**src/core/pmr_map.svh**
```systemverilog
// Purpose: offsets, field positions and reset values of the rail register slice
// Assumes: byte-wide registers behind an i2c target port
// Notes: definitions only
`ifndef PMR_MAP_SVH
`define PMR_MAP_SVH

// target address on the bus, value is arbitrary
`define PMR_DEV_ADDR 7'h2a

`define PMR_OFS_FORCE_SHUTDOWN 8'h91
`define PMR_OFS_RAIL1_SLEEP 8'h92
`define PMR_OFS_RAIL2_SLEEP 8'h93
`define PMR_OFS_RAIL3_VOLTAGE 8'h94

`define PMR_BIT_TRIGGER 0
`define PMR_BIT_SLEEP_ENABLE 0
`define PMR_BIT_DECAY 0
`define PMR_CODE_MSB 7
`define PMR_CODE_LSB 1

`define PMR_RST_FORCE_SHUTDOWN 8'h00
`define PMR_RST_RAIL_REG 8'h00
`define PMR_RST_UNMAPPED 8'h00
`define PMR_BITS_PER_BYTE 4'h8

`endif

```
**src/core/pmr_pkg.sv**
```systemverilog
// Purpose: types of the rail register slice
// Assumes: constants live in pmr_map.svh
// Notes: none
package pmr_pkg;

    typedef enum logic [2:0] {
        ST_IDLE,
        ST_ADDR,
        ST_ADDR_ACK,
        ST_PTR,
        ST_WDATA,
        ST_WACK,
        ST_RDATA,
        ST_RACK
    } pmr_i2c_state_t;

    typedef logic [6:0] pmr_code_t;

endpackage

```
**src/core/pmr_sync.sv**
```systemverilog
// Purpose: three-stage input synchroniser with agreement filter
// Assumes: inputs idle high
// Notes: output moves only when stages two and three agree
`timescale 1ns/100ps
module pmr_sync #(
    parameter int W = 4
) (
    input wire logic clk_sys,
    input wire logic rstn,
    input wire logic [W-1:0] d,
    output logic [W-1:0] q
);
    logic [W-1:0] ff1;
    logic [W-1:0] ff2;
    logic [W-1:0] ff3;
    logic [W-1:0] next_q;

    always_comb begin
        next_q = q;
        for (int i = 0; i < W; i++) begin
            if (ff2[i] == ff3[i]) begin
                next_q[i] = ff3[i];
            end
        end
    end

    always_ff @(posedge clk_sys or negedge rstn) begin
        if (!rstn) begin
            ff1 <= '1;
            ff2 <= '1;
            ff3 <= '1;
            q <= '1;
        end else begin
            ff1 <= d;
            ff2 <= ff1;
            ff3 <= ff2;
            q <= next_q;
        end
    end
endmodule

```
**src/core/pmr_regs.sv**
```systemverilog
// Purpose: shutdown trigger and rail voltage registers behind an i2c target port
// Assumes: scl/sda and sleep pins asynchronous; factory inputs static straps
// Notes: pointer auto-increments on every data byte except a write that sets the trigger
// Overview of operation
// - writing 1 to trigger bit starts emergency shutdown and resets all registers
// - trigger bit clears itself; software never writes it back to zero
// - write that sets the trigger is not acknowledged; host expects that
// - shutdown register resets to zero; bits 7:1 read zero, only bit 0 writable
// - rail1 sleep register bits 7:1 hold rail1 sleep voltage code
// - rail1 uses sleep code when enabled and its sleep pin is low
// - each rail's sleep pin choice is factory fixed, not software changeable
// - rail2 sleep register bits 7:1 hold rail2 sleep voltage code
// - rail2 uses sleep code when enabled and its sleep pin is low
// - rail3 register bits 7:1 hold rail3 normal voltage code
// - on lower rail3 code, bit 0 picks active slew or passive decay
`timescale 1ns/100ps
`include "pmr_map.svh"
module pmr_regs (
    input wire logic clk_sys,
    input wire logic rstn,
    input wire logic scl_in,
    input wire logic sda_in,
    output logic sda_out,
    output logic sda_oe,
    input wire logic sleep_select_pin_a,
    input wire logic sleep_select_pin_b,
    input wire logic [7:0] factory_rail1_sleep_reset,
    input wire logic [7:0] factory_rail2_sleep_reset,
    input wire logic [7:0] factory_rail3_voltage_reset,
    input wire logic factory_rail1_pin_select,
    input wire logic factory_rail2_pin_select,
    input wire logic [6:0] rail1_normal_voltage_code,
    input wire logic [6:0] rail2_normal_voltage_code,
    output logic [6:0] rail1_voltage_code,
    output logic [6:0] rail2_voltage_code,
    output logic [6:0] rail3_voltage_code,
    output logic rail3_passive_decay_select,
    output logic rail3_active_slew_req,
    output logic rail3_passive_decay_req,
    output logic emergency_shutdown
);
    logic [3:0] pins_q;
    logic scl, sda, scl_d, sda_d, scl_rise, scl_fall, bus_start, bus_stop;

    pmr_pkg::pmr_i2c_state_t state, next_state;
    logic [3:0] cnt, next_cnt;
    logic [7:0] shift, next_shift, ptr, next_ptr, rd_byte;
    logic rw, next_rw, oe, next_oe, wr_en;

    logic loaded, next_loaded, trigger, next_trigger, next_slew_req, next_decay_req;
    logic rail1_pin_sel, next_rail1_pin_sel, rail2_pin_sel, next_rail2_pin_sel;
    logic [7:0] rail1_sleep_control, next_rail1_sleep_control, rail2_sleep_control, next_rail2_sleep_control;
    logic [7:0] rail3_voltage_control, next_rail3_voltage_control;
    pmr_pkg::pmr_code_t next_rail1_code, next_rail2_code, next_rail3_code;

    function automatic logic [7:0] reg_read(input logic [7:0] a, input logic [7:0] r1,
                                            input logic [7:0] r2, input logic [7:0] r3);
        logic [7:0] v;
        v = `PMR_RST_UNMAPPED;
        if (a == `PMR_OFS_FORCE_SHUTDOWN) begin
            v = `PMR_RST_FORCE_SHUTDOWN;
        end else if (a == `PMR_OFS_RAIL1_SLEEP) begin
            v = r1;
        end else if (a == `PMR_OFS_RAIL2_SLEEP) begin
            v = r2;
        end else if (a == `PMR_OFS_RAIL3_VOLTAGE) begin
            v = r3;
        end
        return v;
    endfunction

    // sleep request of a rail: its factory-chosen pin is low
    function automatic logic pin_low(input logic sel, input logic pa, input logic pb);
        return sel ? !pb : !pa;
    endfunction

    pmr_sync #(.W(4)) u_sync (
        .clk_sys(clk_sys),
        .rstn(rstn),
        .d({sleep_select_pin_b, sleep_select_pin_a, sda_in, scl_in}),
        .q(pins_q)
    );

    assign scl = pins_q[0];
    assign sda = pins_q[1];
    assign scl_rise = scl && !scl_d;
    assign scl_fall = !scl && scl_d;
    assign bus_start = scl && scl_d && !sda && sda_d;
    assign bus_stop = scl && scl_d && sda && !sda_d;
    assign rd_byte = reg_read(ptr, rail1_sleep_control, rail2_sleep_control, rail3_voltage_control);
    assign sda_out = 1'b0;
    assign sda_oe = oe;
    assign emergency_shutdown = trigger;

    // i2c target sequencing
    always_comb begin
        next_state = state;
        next_cnt = cnt;
        next_shift = shift;
        next_ptr = ptr;
        next_rw = rw;
        next_oe = oe;
        wr_en = 1'b0;
        if (trigger || !loaded) begin
            next_state = pmr_pkg::ST_IDLE;
            next_oe = 1'b0;
            next_ptr = 8'h00;
        end else if (bus_start) begin
            next_state = pmr_pkg::ST_ADDR;
            next_cnt = 4'h0;
            next_oe = 1'b0;
        end else if (bus_stop) begin
            next_state = pmr_pkg::ST_IDLE;
            next_oe = 1'b0;
        end else if (scl_rise) begin
            unique case (state)
                pmr_pkg::ST_ADDR, pmr_pkg::ST_PTR, pmr_pkg::ST_WDATA: begin
                    next_shift = {shift[6:0], sda};
                    next_cnt = cnt + 4'h1;
                end
                pmr_pkg::ST_RACK: begin
                    if (sda) begin
                        next_state = pmr_pkg::ST_IDLE;
                    end
                end
                pmr_pkg::ST_IDLE, pmr_pkg::ST_ADDR_ACK, pmr_pkg::ST_WACK, pmr_pkg::ST_RDATA: begin
                end
            endcase
        end else if (scl_fall) begin
            unique case (state)
                pmr_pkg::ST_ADDR: begin
                    if (cnt == `PMR_BITS_PER_BYTE) begin
                        if (shift[7:1] == `PMR_DEV_ADDR) begin
                            next_rw = shift[0];
                            next_oe = 1'b1;
                            next_state = pmr_pkg::ST_ADDR_ACK;
                        end else begin
                            next_state = pmr_pkg::ST_IDLE;
                        end
                    end
                end
                pmr_pkg::ST_PTR: begin
                    if (cnt == `PMR_BITS_PER_BYTE) begin
                        next_ptr = shift;
                        next_oe = 1'b1;
                        next_state = pmr_pkg::ST_WACK;
                    end
                end
                pmr_pkg::ST_WDATA: begin
                    if (cnt == `PMR_BITS_PER_BYTE) begin
                        wr_en = 1'b1;
                        if (ptr == `PMR_OFS_FORCE_SHUTDOWN && shift[`PMR_BIT_TRIGGER]) begin
                            next_state = pmr_pkg::ST_IDLE;
                        end else begin
                            next_oe = 1'b1;
                            next_ptr = ptr + 8'h01;
                            next_state = pmr_pkg::ST_WACK;
                        end
                    end
                end
                pmr_pkg::ST_ADDR_ACK, pmr_pkg::ST_RACK: begin
                    next_cnt = 4'h1;
                    if (state == pmr_pkg::ST_RACK || rw) begin
                        next_shift = rd_byte;
                        next_oe = !rd_byte[7];
                        next_ptr = ptr + 8'h01;
                        next_state = pmr_pkg::ST_RDATA;
                    end else begin
                        next_cnt = 4'h0;
                        next_oe = 1'b0;
                        next_state = pmr_pkg::ST_PTR;
                    end
                end
                pmr_pkg::ST_WACK: begin
                    next_cnt = 4'h0;
                    next_oe = 1'b0;
                    next_state = pmr_pkg::ST_WDATA;
                end
                pmr_pkg::ST_RDATA: begin
                    if (cnt == `PMR_BITS_PER_BYTE) begin
                        next_oe = 1'b0;
                        next_state = pmr_pkg::ST_RACK;
                    end else begin
                        next_shift = {shift[6:0], 1'b0};
                        next_oe = !shift[6];
                        next_cnt = cnt + 4'h1;
                    end
                end
                pmr_pkg::ST_IDLE: begin
                end
            endcase
        end
    end

    always_ff @(posedge clk_sys or negedge rstn) begin
        if (!rstn) begin
            scl_d <= 1'b1;
            sda_d <= 1'b1;
            state <= pmr_pkg::ST_IDLE;
            cnt <= 4'h0;
            shift <= 8'h00;
            ptr <= 8'h00;
            rw <= 1'b0;
            oe <= 1'b0;
        end else begin
            scl_d <= scl;
            sda_d <= sda;
            state <= next_state;
            cnt <= next_cnt;
            shift <= next_shift;
            ptr <= next_ptr;
            rw <= next_rw;
            oe <= next_oe;
        end
    end

    // register bank and rail outputs
    always_comb begin
        next_loaded = 1'b1;
        next_trigger = 1'b0;
        next_rail1_sleep_control = rail1_sleep_control;
        next_rail2_sleep_control = rail2_sleep_control;
        next_rail3_voltage_control = rail3_voltage_control;
        next_rail1_pin_sel = rail1_pin_sel;
        next_rail2_pin_sel = rail2_pin_sel;
        if (trigger) begin
            next_loaded = 1'b0;
            next_rail1_sleep_control = `PMR_RST_RAIL_REG;
            next_rail2_sleep_control = `PMR_RST_RAIL_REG;
            next_rail3_voltage_control = `PMR_RST_RAIL_REG;
        end else if (!loaded) begin
            next_rail1_sleep_control = factory_rail1_sleep_reset;
            next_rail2_sleep_control = factory_rail2_sleep_reset;
            next_rail3_voltage_control = factory_rail3_voltage_reset;
            next_rail1_pin_sel = factory_rail1_pin_select;
            next_rail2_pin_sel = factory_rail2_pin_select;
        end else if (wr_en) begin
            if (ptr == `PMR_OFS_FORCE_SHUTDOWN) begin
                next_trigger = shift[`PMR_BIT_TRIGGER];
            end else if (ptr == `PMR_OFS_RAIL1_SLEEP) begin
                next_rail1_sleep_control = shift;
            end else if (ptr == `PMR_OFS_RAIL2_SLEEP) begin
                next_rail2_sleep_control = shift;
            end else if (ptr == `PMR_OFS_RAIL3_VOLTAGE) begin
                next_rail3_voltage_control = shift;
            end
        end
        next_rail1_code = rail1_normal_voltage_code;
        if (rail1_sleep_control[`PMR_BIT_SLEEP_ENABLE] && pin_low(rail1_pin_sel, pins_q[2], pins_q[3])) begin
            next_rail1_code = rail1_sleep_control[`PMR_CODE_MSB:`PMR_CODE_LSB];
        end
        next_rail2_code = rail2_normal_voltage_code;
        if (rail2_sleep_control[`PMR_BIT_SLEEP_ENABLE] && pin_low(rail2_pin_sel, pins_q[2], pins_q[3])) begin
            next_rail2_code = rail2_sleep_control[`PMR_CODE_MSB:`PMR_CODE_LSB];
        end
        next_rail3_code = rail3_voltage_control[`PMR_CODE_MSB:`PMR_CODE_LSB];
        next_slew_req = 1'b0;
        next_decay_req = 1'b0;
        if (loaded && next_rail3_code < rail3_voltage_code) begin
            next_slew_req = !rail3_voltage_control[`PMR_BIT_DECAY];
            next_decay_req = rail3_voltage_control[`PMR_BIT_DECAY];
        end
    end

    always_ff @(posedge clk_sys or negedge rstn) begin
        if (!rstn) begin
            loaded <= 1'b0;
            trigger <= 1'b0;
            rail1_sleep_control <= `PMR_RST_RAIL_REG;
            rail2_sleep_control <= `PMR_RST_RAIL_REG;
            rail3_voltage_control <= `PMR_RST_RAIL_REG;
            rail1_pin_sel <= 1'b0;
            rail2_pin_sel <= 1'b0;
            rail1_voltage_code <= 7'h00;
            rail2_voltage_code <= 7'h00;
            rail3_voltage_code <= 7'h00;
            rail3_passive_decay_select <= 1'b0;
            rail3_active_slew_req <= 1'b0;
            rail3_passive_decay_req <= 1'b0;
        end else begin
            loaded <= next_loaded;
            trigger <= next_trigger;
            rail1_sleep_control <= next_rail1_sleep_control;
            rail2_sleep_control <= next_rail2_sleep_control;
            rail3_voltage_control <= next_rail3_voltage_control;
            rail1_pin_sel <= next_rail1_pin_sel;
            rail2_pin_sel <= next_rail2_pin_sel;
            rail1_voltage_code <= next_rail1_code;
            rail2_voltage_code <= next_rail2_code;
            rail3_voltage_code <= next_rail3_code;
            rail3_passive_decay_select <= rail3_voltage_control[`PMR_BIT_DECAY];
            rail3_active_slew_req <= next_slew_req;
            rail3_passive_decay_req <= next_decay_req;
        end
    end
endmodule

```
**config.mk**
```make
export PLATFORM = sky130hd
export DESIGN_NAME = pmr_regs
export DESIGN_NICKNAME = d
export VERILOG_FILES = /design/src/core/pmr_pkg.sv /design/src/core/pmr_sync.sv /design/src/core/pmr_regs.sv
export VERILOG_INCLUDE_DIRS = /design/src /design/src/core
export SDC_FILE = /design/constraint.sdc
export NUM_CORES = 1
export LEC_CHECK = 0
export BUFFER_PORTS_ARGS = -buffer_cell sky130_fd_sc_hd__clkbuf_2
export CORE_ASPECT_RATIO = 0.9
export CORE_UTILIZATION = 55
export CTS_CLUSTER_SIZE = 40
export DETAILED_ROUTE_END_ITERATION = 16
export HOLD_SLACK_MARGIN = 0.1
export PLACE_DENSITY = 0.76
export SYNTH_ARGS = -nofsm -noshare
export SYNTH_HDL_FRONTEND = slang
export SYNTH_SLANG_ARGS = --single-unit
```
**constraint.sdc**
```tcl
create_clock -name clk_sys -period 3 [get_ports clk_sys]
set_input_delay 0.6 -clock clk_sys [delete_from_list [all_inputs] [get_ports clk_sys]]
set_output_delay 0.6 -clock clk_sys [all_outputs]
set_load 0.005 [all_outputs]
```
==> out/qor.txt <==
ANT nets after route -> 0
Layout cells sized above 1 -> 0.301
Async SR Flop Fraction -> 1.00
Final Max Slew Viols -> 0
H-tree depth -> 3
Yosys top cell by area -> dfrtp_1
Arrival time worst endpoint -> 2.95 ns
Crit end category -> flop
Die Width -> 103 microns
Post-route setup TNS -> 0 ns
Pleak -> 2.65 nW
DP HPWL -> 8310 microns
First-pass GRT wire length -> 19,400 microns
Largest net degree at the start of global routing -> 64
Min Tclk post-route -> 2.70 ns
CTS Buffer Depth -> 2
Share of Yosys cell area claimed by the top area cell type -> 0.384
Peak supply drop -> 0.376 mV
Number of synthesized flops with an enable pin -> 0
# rows -> 32
Critical path class -> reg -> reg
Global placement routability congestion -> 0.890
First-pass detailed-route iteration total -> 5
Max Freq -> 0.371 GHz
Synth Flop Type -> dfrtp_1
Slew headroom -> 0.565
FF+latch count, synth -> 95
Sequential-to-total area share from yosys stat -> 0.479
Top cells by area, synth -> dfrtp_1 (38%), dfstp_2 (9.4%), mux2i_1 (5.2%), mux2_4 (4.8%), mux2_2 (4.5%)
Ant diodes -> 0
Grt ovf -> 0
Post-synthesis instance total -> 453
Top-count cell post-synth -> dfrtp_1
Die Ht -> 92.6 microns
Status -> completed
Net Count, Synth -> 514
Core area -> 8690 sq um
Post-CTS Resized -> 0
Crit-path max FO -> 15
Die area -> 9500 sq um
Total Routing Usage GR -> 0.267
Buffers added on ports -> 71
Nature of the critical path startpoint -> flop
Initial Util -> 0.577
Later-pin clock latency in the skew report -> 0.37 ns
Clk sinks -> 95
Yosys cell types -> 65
Cts hold-fix bufs -> 0
Post-synth top cells -> dfrtp_1 (77), nor2_1 (31), nand2_1 (29)
Synthesized area -> 5010 sq um
Via count of the first global-routing pass -> 3,824
Vias per cell -> 6.06
Max-cap violation count -> 0
Initial DRC count -> 237
Period utilization -> 0.900
CTS tree -> built
Final Util -> 0.657
Area growth syn-to-layout -> 13.8%
Finish-stage setup viols -> 0
Reg clk slew, reported paths -> 0.10 ns
Routed wire length -> 11,600 microns
Final nets -> 577
Skew final -> 0.0114 ns
Post-CTS setup repair buffer count -> 0
Worst Tran Pin Value -> 0.653 ns
Min-delay worst type -> in -> async
DRC viols -> 0
DR vias -> 3,880
Fin. Hold Viols -> 0
Pwr Density -> 479 nW/um^2
Clock Root Buffer -> clkbuf_8
Initial antenna violation count -> 0
R2R setup slack -> 0.30 ns
RSZ-0062 raised after global routing -> false
Synth Area per Inst -> 11.1 sq um
Synth Warn # -> 0
Io pins -> 73
CP required -> 3.25 ns
CTS buffer count -> 9
Avg WL per Cell -> 18.1 microns
Pwr Total -> 2.73 mW
-- per-layer routing --
layer | global-route usage | routed length, microns | up-vias
li1 | - | - | 1805
met2 | 0.415 | 5490 | 137
met3 | 0.0392 | 614 | 13
met1 | 0.391 | 5360 | 1925
met5 | 0 | 0 | -
met4 | 0.0702 | 125 | 0
-- through the flow --
stage	cells	area (sq um)	setup WS [ns]	hold WS (ns)
after CTS	640	5710	0.305	0.170
after floorplan	453	5010	0.627	0.304
after detailed placement	624	5470	0.315	0.349
after global placement	624	5470	0.372	0.346
final	640	5710	0.301	0.155
after global routing	640	5710	0.153	0.182
-- final timing paths --
| kind | start | endpoint | cells after the start |
|---|---|---|---|
| min | rstn | rail3_voltage_code[1]$_DFF_PN0_ | 1 |
| max | scl_d$_DFF_PN1_ | rail3_voltage_control[5]$_DFFE_PN0P_ | 7 |
| max in group asynchronous | rstn | scl_d$_DFF_PN1_ | 2 |
| max reg2reg | scl_d$_DFF_PN1_ | rail3_voltage_control[5]$_DFFE_PN0P_ | 7 |
| min reg2reg | u_sync.ff1[3]$_DFF_PN1_ | u_sync.ff2[3]$_DFF_PN1_ | 0 |
| min in group clk_sys | scl_in | u_sync.ff1[0]$_DFF_PN1_ | 1 |
-- sequential cells by signal (all words and copies together), names as in the netlist, 3 cells and up --
signal and flops:
cnt 4, ptr 8, rail1_sleep_control 8, rail1_voltage_code 7
rail2_sleep_control 8, rail2_voltage_code 7, rail3_voltage_code 7, rail3_voltage_control 8
shift 8, state 3, u_sync.ff1 4, u_sync.ff2 4
u_sync.ff3 4, u_sync.q 4
-- report_power, final --
part / internal, mW / total (mW) / switching [mW]
Combinational: 0.157 / 0.311 / 0.155
Sequential: 1.37 / 1.45 / 0.0761
Clock: 0.487 / 0.971 / 0.484
-- area by class of cell --
type	instances	area, sq um
inverters	17	63.8
multi-input cells	313	2420
clock buffers	9	124
flip-flops and latches	95	2400
fillers	714	2980
well taps	119	149
repair buffers	80	438
clock inverters	7	111
-- layout by cell type (no fill, tap or decap), types with 5 or more instances in the layout --
master	n
inv_1	17
o31ai_1	16
clkbuf_8	9
ha_1	15
nor2_1	31
a221o_1	8
dfrtp_1	77
a22oi_1	7
a21o_1	6
o311ai_0	6
dfstp_2	18
a211oi_1	10
nor3b_1	7
a31oi_1	5
o21ai_0	6
nand3_1	8
nand2b_1	8
a21oi_1	14
mux2_4	16
mux2i_1	26
mux2_2	20
nor2b_1	7
nand2_1	29
buf_4	9
nor3_1	12
clkbuf_2	70
-- worst max-delay path: stages, from the launching register on --
cell	delay, ns
dfstp_2	0.56
inv_1	0.04
ha_1	0.34
nand2b_1	0.25
a2111o_1	0.42
or2_4	0.27
o21ai_4	0.37
mux2_4	0.34
-- cell families after synthesis --
| group | count (synthesis) | share of synthesized area |
|---|---|---|
| flip-flops | 95 | 0.479 |
| adder cells (fa/ha/maj) | 19 | 0.0454 |
| buffers and inverters | 45 | 0.0384 |
| other | 1 | 0.000748 |
| AND/OR/NAND/NOR | 125 | 0.131 |
| XOR/XNOR | 3 | 0.00524 |
| AO/OA/AOI/OAI | 102 | 0.153 |
| multiplexers | 63 | 0.147 |
Power figures use the tool's default switching activity.
